## src/rtl/fdsc_defs.vh

```
`ifndef FDSC_DEFS_VH
`define FDSC_DEFS_VH
`define FDSC_CLK_HZ 40000000
`define FDSC_MISMATCH_S 8
`define FDSC_SAFETY_MS 1000
`define FDSC_CODE_W 4
`define FDSC_MEAS_W 16
`define FDSC_CNT_W 32
`define FDSC_CODE_DEFAULT 4'h0
`define FDSC_CODE_OFF 4'h0
`define FDSC_RANGE_A 1'b0
`define FDSC_MS_PER_S 1000
`define FDSC_N_SEL 8
`define FDSC_N_PIN 2
`define FDSC_INT_SHIFT 12
`define FDSC_IDX_INT_A_CH1 7
`define FDSC_IDX_INT_A_CH2 6
`define FDSC_IDX_INT_B_CH1 5
`define FDSC_IDX_INT_B_CH2 4
`define FDSC_IDX_FLK_A_CH1 3
`define FDSC_IDX_FLK_A_CH2 2
`define FDSC_IDX_FLK_B_CH1 1
`define FDSC_IDX_FLK_B_CH2 0
`define FDSC_PIN_SEL 1
`define FDSC_PIN_LINE_OK 0
`define FDSC_FLK_THR_0 16'h0000
`define FDSC_FLK_THR_1 16'h000A
`define FDSC_FLK_THR_2 16'h0014
`define FDSC_FLK_THR_3 16'h001E
`define FDSC_FLK_THR_4 16'h0028
`define FDSC_FLK_THR_5 16'h0032
`define FDSC_FLK_THR_6 16'h003C
`define FDSC_FLK_THR_7 16'h0050
`define FDSC_FLK_THR_8 16'h0064
`define FDSC_FLK_THR_9 16'h0078
`define FDSC_FLK_THR_A 16'h0096
`define FDSC_FLK_THR_B 16'h00B4
`define FDSC_FLK_THR_C 16'h00C8
`define FDSC_FLK_THR_D 16'h00FA
`define FDSC_FLK_THR_E 16'h012C
`define FDSC_FLK_THR_F 16'h0190
`endif

```

## src/rtl/fdsc_top.v

```verilog
`timescale 1ns/1ps
`default_nettype none
`include "fdsc_defs.vh"
module fdsc_top #(
  parameter [`FDSC_CNT_W-1:0] MISMATCH_CYCLES = `FDSC_MISMATCH_S * `FDSC_CLK_HZ,
  parameter [`FDSC_CNT_W-1:0] SAFETY_CYCLES = (`FDSC_SAFETY_MS * (`FDSC_CLK_HZ / `FDSC_MS_PER_S))
) (
  input wire CLK_SYS,
  input wire RESET_N,
  input wire [`FDSC_CODE_W-1:0] INT_A_CH1,
  input wire [`FDSC_CODE_W-1:0] INT_A_CH2,
  input wire [`FDSC_CODE_W-1:0] INT_B_CH1,
  input wire [`FDSC_CODE_W-1:0] INT_B_CH2,
  input wire [`FDSC_CODE_W-1:0] FLK_A_CH1,
  input wire [`FDSC_CODE_W-1:0] FLK_A_CH2,
  input wire [`FDSC_CODE_W-1:0] FLK_B_CH1,
  input wire [`FDSC_CODE_W-1:0] FLK_B_CH2,
  input wire RANGE_B_SEL,
  input wire RANGE_LINE_OK,
  input wire [`FDSC_MEAS_W-1:0] INTENSITY,
  input wire [`FDSC_MEAS_W-1:0] FLICKER_HZ,
  output reg FLAME_ON,
  output reg SWITCH_ERROR,
  output reg ERROR_SHUTDOWN,
  output reg PERIODIC_DET_EN,
  output reg RANGE_B_ACTIVE
);

  localparam SW = `FDSC_N_SEL * `FDSC_CODE_W;
  localparam PW = `FDSC_N_PIN;

  // Intensity threshold per code, linear steps of arbitrary units
  function [`FDSC_MEAS_W-1:0] int_thr;
    input [`FDSC_CODE_W-1:0] code;
    begin
      int_thr = {code, {`FDSC_INT_SHIFT{1'b0}}};
    end
  endfunction

  // Flicker threshold in Hz per code; code A maps to 150 Hz
  function [`FDSC_MEAS_W-1:0] flk_thr;
    input [`FDSC_CODE_W-1:0] code;
    begin
      case (code)
        4'h0: flk_thr = `FDSC_FLK_THR_0;
        4'h1: flk_thr = `FDSC_FLK_THR_1;
        4'h2: flk_thr = `FDSC_FLK_THR_2;
        4'h3: flk_thr = `FDSC_FLK_THR_3;
        4'h4: flk_thr = `FDSC_FLK_THR_4;
        4'h5: flk_thr = `FDSC_FLK_THR_5;
        4'h6: flk_thr = `FDSC_FLK_THR_6;
        4'h7: flk_thr = `FDSC_FLK_THR_7;
        4'h8: flk_thr = `FDSC_FLK_THR_8;
        4'h9: flk_thr = `FDSC_FLK_THR_9;
        4'hA: flk_thr = `FDSC_FLK_THR_A;
        4'hB: flk_thr = `FDSC_FLK_THR_B;
        4'hC: flk_thr = `FDSC_FLK_THR_C;
        4'hD: flk_thr = `FDSC_FLK_THR_D;
        4'hE: flk_thr = `FDSC_FLK_THR_E;
        default: flk_thr = `FDSC_FLK_THR_F;
      endcase
    end
  endfunction

  // Pick one selector copy out of the synchronised switch word
  function [`FDSC_CODE_W-1:0] sel_code;
    input [SW-1:0] word;
    input integer idx;
    begin
      sel_code = word[idx * `FDSC_CODE_W +: `FDSC_CODE_W];
    end
  endfunction

  // One channel's verdict, worked out from that channel's own copies only
  function chan_ok;
    input [`FDSC_MEAS_W-1:0] inten;
    input [`FDSC_MEAS_W-1:0] flk;
    input [`FDSC_CODE_W-1:0] icode;
    input [`FDSC_CODE_W-1:0] fcode;
    reg int_ok;
    reg flk_ok;
    begin
      int_ok = inten > int_thr(icode);
      flk_ok = (fcode == `FDSC_CODE_OFF) || (flk > flk_thr(fcode));
      chan_ok = int_ok & flk_ok;
    end
  endfunction

  // Switch and range pins are asynchronous levels
  wire [SW-1:0] sw_raw = {INT_A_CH1, INT_A_CH2, INT_B_CH1, INT_B_CH2,
                          FLK_A_CH1, FLK_A_CH2, FLK_B_CH1, FLK_B_CH2};
  wire [PW-1:0] pin_raw = {RANGE_B_SEL, RANGE_LINE_OK};

  reg [SW-1:0] sw_s1_r;
  reg [SW-1:0] sw_s2_r;
  reg [SW-1:0] sw_s3_r;
  reg [SW-1:0] sw_r;
  reg [PW-1:0] pin_s1_r;
  reg [PW-1:0] pin_s2_r;
  reg [PW-1:0] pin_s3_r;
  reg [PW-1:0] pin_r;
  integer i;
  integer j;

  // Three stages; a bit is taken only when stages 2 and 3 agree,
  // so a glitch lasting one cycle on any bit is never taken into sw_r
  always @(posedge CLK_SYS or negedge RESET_N) begin
    if (!RESET_N) begin
      sw_s1_r <= {SW{1'b0}};
      sw_s2_r <= {SW{1'b0}};
      sw_s3_r <= {SW{1'b0}};
      sw_r <= {SW{1'b0}};
    end else begin
      sw_s1_r <= sw_raw;
      sw_s2_r <= sw_s1_r;
      sw_s3_r <= sw_s2_r;
      for (i = 0; i < SW; i = i + 1) begin
        if (sw_s2_r[i] == sw_s3_r[i]) begin
          sw_r[i] <= sw_s2_r[i];
        end
      end
    end
  end

  always @(posedge CLK_SYS or negedge RESET_N) begin
    if (!RESET_N) begin
      pin_s1_r <= {PW{1'b0}};
      pin_s2_r <= {PW{1'b0}};
      pin_s3_r <= {PW{1'b0}};
      pin_r <= {PW{1'b0}};
    end else begin
      pin_s1_r <= pin_raw;
      pin_s2_r <= pin_s1_r;
      pin_s3_r <= pin_s2_r;
      for (j = 0; j < PW; j = j + 1) begin
        if (pin_s2_r[j] == pin_s3_r[j]) begin
          pin_r[j] <= pin_s2_r[j];
        end
      end
    end
  end

  // Timers and next-state values
  reg [`FDSC_CNT_W-1:0] mm_cnt_r;
  reg [`FDSC_CNT_W-1:0] mm_cnt_nxt;
  reg [`FDSC_CNT_W-1:0] safe_cnt_r;
  reg [`FDSC_CNT_W-1:0] safe_cnt_nxt;
  reg flame_nxt;
  reg shutdown_nxt;
  reg switch_err_nxt;
  reg range_nxt;
  reg periodic_nxt;

  // Synchronised copies, one per channel and range
  wire [`FDSC_CODE_W-1:0] ia1 = sel_code(sw_r, `FDSC_IDX_INT_A_CH1);
  wire [`FDSC_CODE_W-1:0] ia2 = sel_code(sw_r, `FDSC_IDX_INT_A_CH2);
  wire [`FDSC_CODE_W-1:0] ib1 = sel_code(sw_r, `FDSC_IDX_INT_B_CH1);
  wire [`FDSC_CODE_W-1:0] ib2 = sel_code(sw_r, `FDSC_IDX_INT_B_CH2);
  wire [`FDSC_CODE_W-1:0] fa1 = sel_code(sw_r, `FDSC_IDX_FLK_A_CH1);
  wire [`FDSC_CODE_W-1:0] fa2 = sel_code(sw_r, `FDSC_IDX_FLK_A_CH2);
  wire [`FDSC_CODE_W-1:0] fb1 = sel_code(sw_r, `FDSC_IDX_FLK_B_CH1);
  wire [`FDSC_CODE_W-1:0] fb2 = sel_code(sw_r, `FDSC_IDX_FLK_B_CH2);

  // A broken control line reads as not-ok and forces the first range
  wire range_b = pin_r[`FDSC_PIN_SEL] & pin_r[`FDSC_PIN_LINE_OK];

  // Each channel chooses its own copies for the active range
  wire [`FDSC_CODE_W-1:0] i_c1 = range_b ? ib1 : ia1;
  wire [`FDSC_CODE_W-1:0] i_c2 = range_b ? ib2 : ia2;
  wire [`FDSC_CODE_W-1:0] f_c1 = range_b ? fb1 : fa1;
  wire [`FDSC_CODE_W-1:0] f_c2 = range_b ? fb2 : fa2;

  // Periodic detection runs only where the channel has a flicker threshold
  wire per_en1 = (f_c1 != `FDSC_CODE_OFF);
  wire per_en2 = (f_c2 != `FDSC_CODE_OFF);

  // Both channels decide independently
  wire dec1 = chan_ok(INTENSITY, FLICKER_HZ, i_c1, f_c1);
  wire dec2 = chan_ok(INTENSITY, FLICKER_HZ, i_c2, f_c2);
  wire agree = (dec1 == dec2);
  wire both_on = dec1 & dec2;

  // Any copy pair differing, in either range, is a switch fault;
  // the idle range is watched too, so a bad switch shows before it is needed
  wire mm_int_a = (ia1 != ia2);
  wire mm_int_b = (ib1 != ib2);
  wire mm_flk_a = (fa1 != fa2);
  wire mm_flk_b = (fb1 != fb2);
  wire mismatch = mm_int_a | mm_int_b | mm_flk_a | mm_flk_b;

  // Copies that differ give the operator the grace time to equalise them,
  // so a channel disagreement caused by them only darkens the flame
  wire mm_expire = mismatch && (mm_cnt_r >= MISMATCH_CYCLES - 1'b1);
  wire safe_expire = (safe_cnt_r >= SAFETY_CYCLES - 1'b1);

  // Mismatch timer saturates at its limit, so a lasting fault cannot wrap
  always @* begin
    mm_cnt_nxt = mm_cnt_r;
    if (!mismatch) begin
      mm_cnt_nxt = {`FDSC_CNT_W{1'b0}};
    end else if (mm_cnt_r < MISMATCH_CYCLES) begin
      mm_cnt_nxt = mm_cnt_r + 1'b1;
    end
  end

  // Shutdown latches until reset; only an expired switch mismatch sets it
  always @* begin
    shutdown_nxt = ERROR_SHUTDOWN;
    if (mm_expire) begin
      shutdown_nxt = 1'b1;
    end
  end

  // Flame comes on at once but is dropped only after the safety time,
  // and never stands while in shutdown or while the channels disagree
  always @* begin
    flame_nxt = FLAME_ON;
    safe_cnt_nxt = safe_cnt_r;
    if (ERROR_SHUTDOWN || !agree) begin
      flame_nxt = 1'b0;
      safe_cnt_nxt = {`FDSC_CNT_W{1'b0}};
    end else if (both_on) begin
      flame_nxt = 1'b1;
      safe_cnt_nxt = {`FDSC_CNT_W{1'b0}};
    end else if (FLAME_ON) begin
      if (safe_expire) begin
        flame_nxt = 1'b0;
        safe_cnt_nxt = {`FDSC_CNT_W{1'b0}};
      end else begin
        safe_cnt_nxt = safe_cnt_r + 1'b1;
      end
    end
  end

  // Status outputs follow the synchronised state
  always @* begin
    switch_err_nxt = mismatch;
    range_nxt = range_b;
    periodic_nxt = per_en1 & per_en2;
  end

  always @(posedge CLK_SYS or negedge RESET_N) begin
    if (!RESET_N) begin
      mm_cnt_r <= {`FDSC_CNT_W{1'b0}};
      safe_cnt_r <= {`FDSC_CNT_W{1'b0}};
    end else begin
      mm_cnt_r <= mm_cnt_nxt;
      safe_cnt_r <= safe_cnt_nxt;
    end
  end

  always @(posedge CLK_SYS or negedge RESET_N) begin
    if (!RESET_N) begin
      FLAME_ON <= 1'b0;
    end else begin
      FLAME_ON <= flame_nxt;
    end
  end

  always @(posedge CLK_SYS or negedge RESET_N) begin
    if (!RESET_N) begin
      ERROR_SHUTDOWN <= 1'b0;
    end else begin
      ERROR_SHUTDOWN <= shutdown_nxt;
    end
  end

  always @(posedge CLK_SYS or negedge RESET_N) begin
    if (!RESET_N) begin
      SWITCH_ERROR <= 1'b0;
    end else begin
      SWITCH_ERROR <= switch_err_nxt;
    end
  end

  always @(posedge CLK_SYS or negedge RESET_N) begin
    if (!RESET_N) begin
      RANGE_B_ACTIVE <= `FDSC_RANGE_A;
    end else begin
      RANGE_B_ACTIVE <= range_nxt;
    end
  end

  always @(posedge CLK_SYS or negedge RESET_N) begin
    if (!RESET_N) begin
      PERIODIC_DET_EN <= 1'b0;
    end else begin
      PERIODIC_DET_EN <= periodic_nxt;
    end
  end

endmodule // fdsc_top
`default_nettype wire

```

## config.mk

```make
export PLATFORM = sky130hd
export DESIGN_NAME = fdsc_top
export DESIGN_NICKNAME = d
export VERILOG_FILES = /design/src/rtl/fdsc_top.v
export VERILOG_INCLUDE_DIRS = /design/src /design/src/rtl
export SDC_FILE = /design/constraint.sdc
export NUM_CORES = 1
export LEC_CHECK = 0
export ABC_AREA = 1
export BUFFER_PORTS_ARGS = -buffer_cell sky130_fd_sc_hd__buf_2
export CORE_ASPECT_RATIO = 0.75
export CORE_MARGIN = 2
export CORE_UTILIZATION = 57
export CTS_BUF_LIST = sky130_fd_sc_hd__clkbuf_2 sky130_fd_sc_hd__clkbuf_4 sky130_fd_sc_hd__clkbuf_8
export DETAILED_ROUTE_END_ITERATION = 10
export PLACE_DENSITY = 0.8
export SYNTH_ARGS = -nofsm -noshare
export SYNTH_HDL_FRONTEND = slang
export SYNTH_SLANG_ARGS = --single-unit
```

## constraint.sdc

```tcl
create_clock -name CLK_SYS -period 3.94 [get_ports CLK_SYS]
set_clock_uncertainty 0.2 [all_clocks]
set_input_delay 0.591 -clock CLK_SYS [delete_from_list [all_inputs] [get_ports CLK_SYS]]
set_output_delay 0.591 -clock CLK_SYS [all_outputs]
set_load 0.01 [all_outputs]
```

==> results.sh <==
export IMPL_via_per_inst=5.10
export IMPL_grt_max_degree=86
export IMPL_drv_cap=0
export IMPL_hold_ws_ps=142
export IMPL_reg2reg_to="safe_cnt_r[21]$_DFFE_PN0P_"
export IMPL_final_cell_mix="nand2_1 (306), dfrtp_1 (205), nor2_1 (162)"
export IMPL_nets=1401
export IMPL_r2r_cells=25
export IMPL_clk_latency_ps=560
export IMPL_cts_max_level=1
export IMPL_crit_required_ps=4210
export IMPL_seqCellArea_um2=5130
export IMPL_syn_area_um2=10100
export IMPL_clock_sinks=205
export IMPL_drive_above_1_share=0.161
export IMPL_cp_max_fo=10
export IMPL_rrSetupSlack_ps=250
export IMPL_syn_num_nets=1260
export IMPL_final_util=0.676
export IMPL_drv_slew=0
export IMPL_synth_enable_flop_cells=0
export IMPL_multiInputGateArea_um2=4410
export IMPL_drt_initial_drc_count=570
export IMPL_place_gp_congestion=0.919
export IMPL_drt_antenna_violating_nets=0
export IMPL_synth_avg_cell_area_um2=8.75
export IMPL_rr_startpoint="pin_r[0]$_DFFE_PN0N_"
export IMPL_fin_area_um2=11800
export IMPL_synth_cell_types=42
export IMPL_clock_root_buffer="clkbuf_8"
export IMPL_grt_overflow=0
export IMPL_dp_cells=1465
export IMPL_num_rows=42
export IMPL_hp_class="flop to flop"
export IMPL_cts_max_path_buffers=3
export IMPL_critPathLaunchType="flop"
export IMPL_design_die_area_um2=18800
export IMPL_core_area_um2=17500
export IMPL_place_area_um2=10800
export IMPL_max_vdd_ir_drop_mv=0.308
export IMPL_post_dp_hpwl_um=14700
export IMPL_grt_pass1_vias=7706
export IMPL_antenna_cells=0
export IMPL_hold_violations=0
export IMPL_antenna_found_initial=0
export IMPL_syn_inst=1153
export IMPL_min_to="sw_s2_r[4]$_DFF_PN0_"
export IMPL_cpPeakStageDelay_ps=410
export IMPL_path_class="flop to flop"
export IMPL_tightest_slew_ps=1110
export IMPL_grt_usage=0.240
export IMPL_initial_core_util=0.576
export IMPL_max_slew_margin_rel=0.259
export IMPL_fin_crit_ps=3690
export IMPL_die_height_um=119
export IMPL_end_kind="flop"
export IMPL_avgRoutedWirePerCell_um=13.7
export IMPL_die_w_um=158
export IMPL_ys_flop_type="dfrtp_1"
export IMPL_period_share=0.938
export IMPL_clk_pin_slew_ps=60
export IMPL_area_growth_pct=17.3
export IMPL_stdcell_count=1556
export IMPL_power_density_nw_per_um2=423
export IMPL_drc=0
export IMPL_status="finished, final reports clean"
export IMPL_fillers=1373
export IMPL_finalPower_uw=5010
export IMPL_cpMostUsedCell="nand2_1"
export IMPL_min_delay_path_depth=0
export IMPL_hp_start="sw_s1_r[4]$_DFF_PN0_"
export IMPL_vias=7936
export IMPL_slowest_stage="dfrtp_1"
export IMPL_ys_warn_count=0
export IMPL_grt_pass1_wl_um=36400
export IMPL_dr_pass1_iters=5
export IMPL_fmax_mhz=271
export IMPL_setup_viol=0
export IMPL_num_io_pins=73
export IMPL_async_flop_share=1.00
export IMPL_leakage_uw=0.00575
export IMPL_cts_tree="yes"
export IMPL_cts_buffers_inserted=31
export IMPL_cp_data_arrival_time_ps=3970
export IMPL_port_buffers=72
export IMPL_seq_area_frac_synth=0.509
export IMPL_ys_ff_latch=205
export IMPL_final_common_cell="nand2_1"
export IMPL_finalWirelength_um=21300
==> where the power goes <==
group	internal (uW)	switching (uW)	leakage (uW)
combinational	341	511	0.00289
clock	1010	793	0.000338
sequential	2240	117	0.00252
total	3580	1420	0.00575
==> cell type report <==
class                      count  area share
multi-input combinational    808       0.373
clock buffer                  43      0.0453
inverter                     123      0.0395
timing repair buffer         125      0.0736
clock inverter                10     0.00920
tap                          242      0.0256
sequential                   205       0.434
==> cell families after synthesis <==
logic type,share of synthesized area
buffers and inverters,0.0593
flip-flops,0.509
XOR/XNOR,0.0356
adder cells (fa/ha/maj),0.0821
AND/OR/NAND/NOR,0.266
multiplexers,0.00397
AO/OA/AOI/OAI,0.0442
==> worst max-delay path by stage <==
stage                              start                         end  cells after the start  slack (ps)
global placement    pin_r[1]$_DFFE_PN0N_  safe_cnt_r[14]$_DFFE_PN0P_                     24         200
detailed placement  pin_r[1]$_DFFE_PN0N_  safe_cnt_r[18]$_DFFE_PN0P_                     23          20
global route        pin_r[1]$_DFFE_PN0N_  safe_cnt_r[18]$_DFFE_PN0P_                     25         -50
floorplan           pin_r[1]$_DFFE_PN0N_   safe_cnt_r[6]$_DFFE_PN0P_                     27          60
CTS                 pin_r[1]$_DFFE_PN0N_  safe_cnt_r[31]$_DFFE_PN0P_                     24         100
finish              pin_r[0]$_DFFE_PN0N_  safe_cnt_r[21]$_DFFE_PN0P_                     25         250
==> registers in the layout (all words and copies together), names as in the netlist <==
register and flops:
RANGE_B_ACTIVE 1, pin_s2_r 2, SWITCH_ERROR 1, sw_s2_r 32
safe_cnt_r 32, pin_r 2, sw_r 32, PERIODIC_DET_EN 1
FLAME_ON 1, pin_s1_r 2, ERROR_SHUTDOWN 1, mm_cnt_r 32
pin_s3_r 2, sw_s1_r 32, sw_s3_r 32
==> critical path, delay by kind of cell (launching register included) <==
family | cells | cell delay (ps)
flops | 1 | 410
fa+ha+maj | 2 | 570
simple gates | 16 | 1560
buf+inv | 4 | 500
compound gates | 3 | 350
==> cell usage after synthesis (3+ instances only) <==
cell | instances | area share
xor2_1 | 39 | 0.034
buf_6 | 4 | 0.0045
clkbuf_1 | 3 | 0.0011
o21bai_2 | 10 | 0.011
o21ai_0 | 13 | 0.0064
or2_2 | 3 | 0.0019
buf_2 | 6 | 0.0030
dfrtp_1 | 205 | 0.51
o21bai_1 | 11 | 0.0082
mux2i_1 | 4 | 0.0040
o211ai_1 | 6 | 0.0045
inv_2 | 7 | 0.0026
nand3_1 | 83 | 0.041
maj3_1 | 34 | 0.034
inv_1 | 115 | 0.043
o22ai_1 | 3 | 0.0019
a21oi_1 | 15 | 0.0074
nor3_1 | 9 | 0.0045
nand4_1 | 15 | 0.0093
nor4_1 | 3 | 0.0019
nand2_1 | 311 | 0.12
nor2_2 | 10 | 0.0062
nor2_1 | 166 | 0.062
nand2_2 | 5 | 0.0031
ha_1 | 39 | 0.048
nand3_2 | 12 | 0.012
==> layer usage <==
metal	track usage	vias to the layer above	wire, um
met5	0	-	0
met4	0.0705	0	522
met3	0.0480	47	1320
met2	0.365	247	9560
met1	0.351	3698	9940
li1	-	3944	-
==> stage by stage <==
step	TNS, ps	setup WS, ps
final	0	245
after global routing	-365	-50.7
after CTS	0	95.4
after detailed placement	0	19.2
after global placement	0	197
after floorplan	0	63.6
==> repair_timing <==
item / in CTS / in global routing
buffers inserted: 2 / 1
hold buffers: 35 / 0
pin swaps: 1 / 3
resized for setup: 0 / 23
hold endpoints to repair: 116 / 0
setup endpoints to repair: 1 / 32
(Power assumes the default switching activity.)
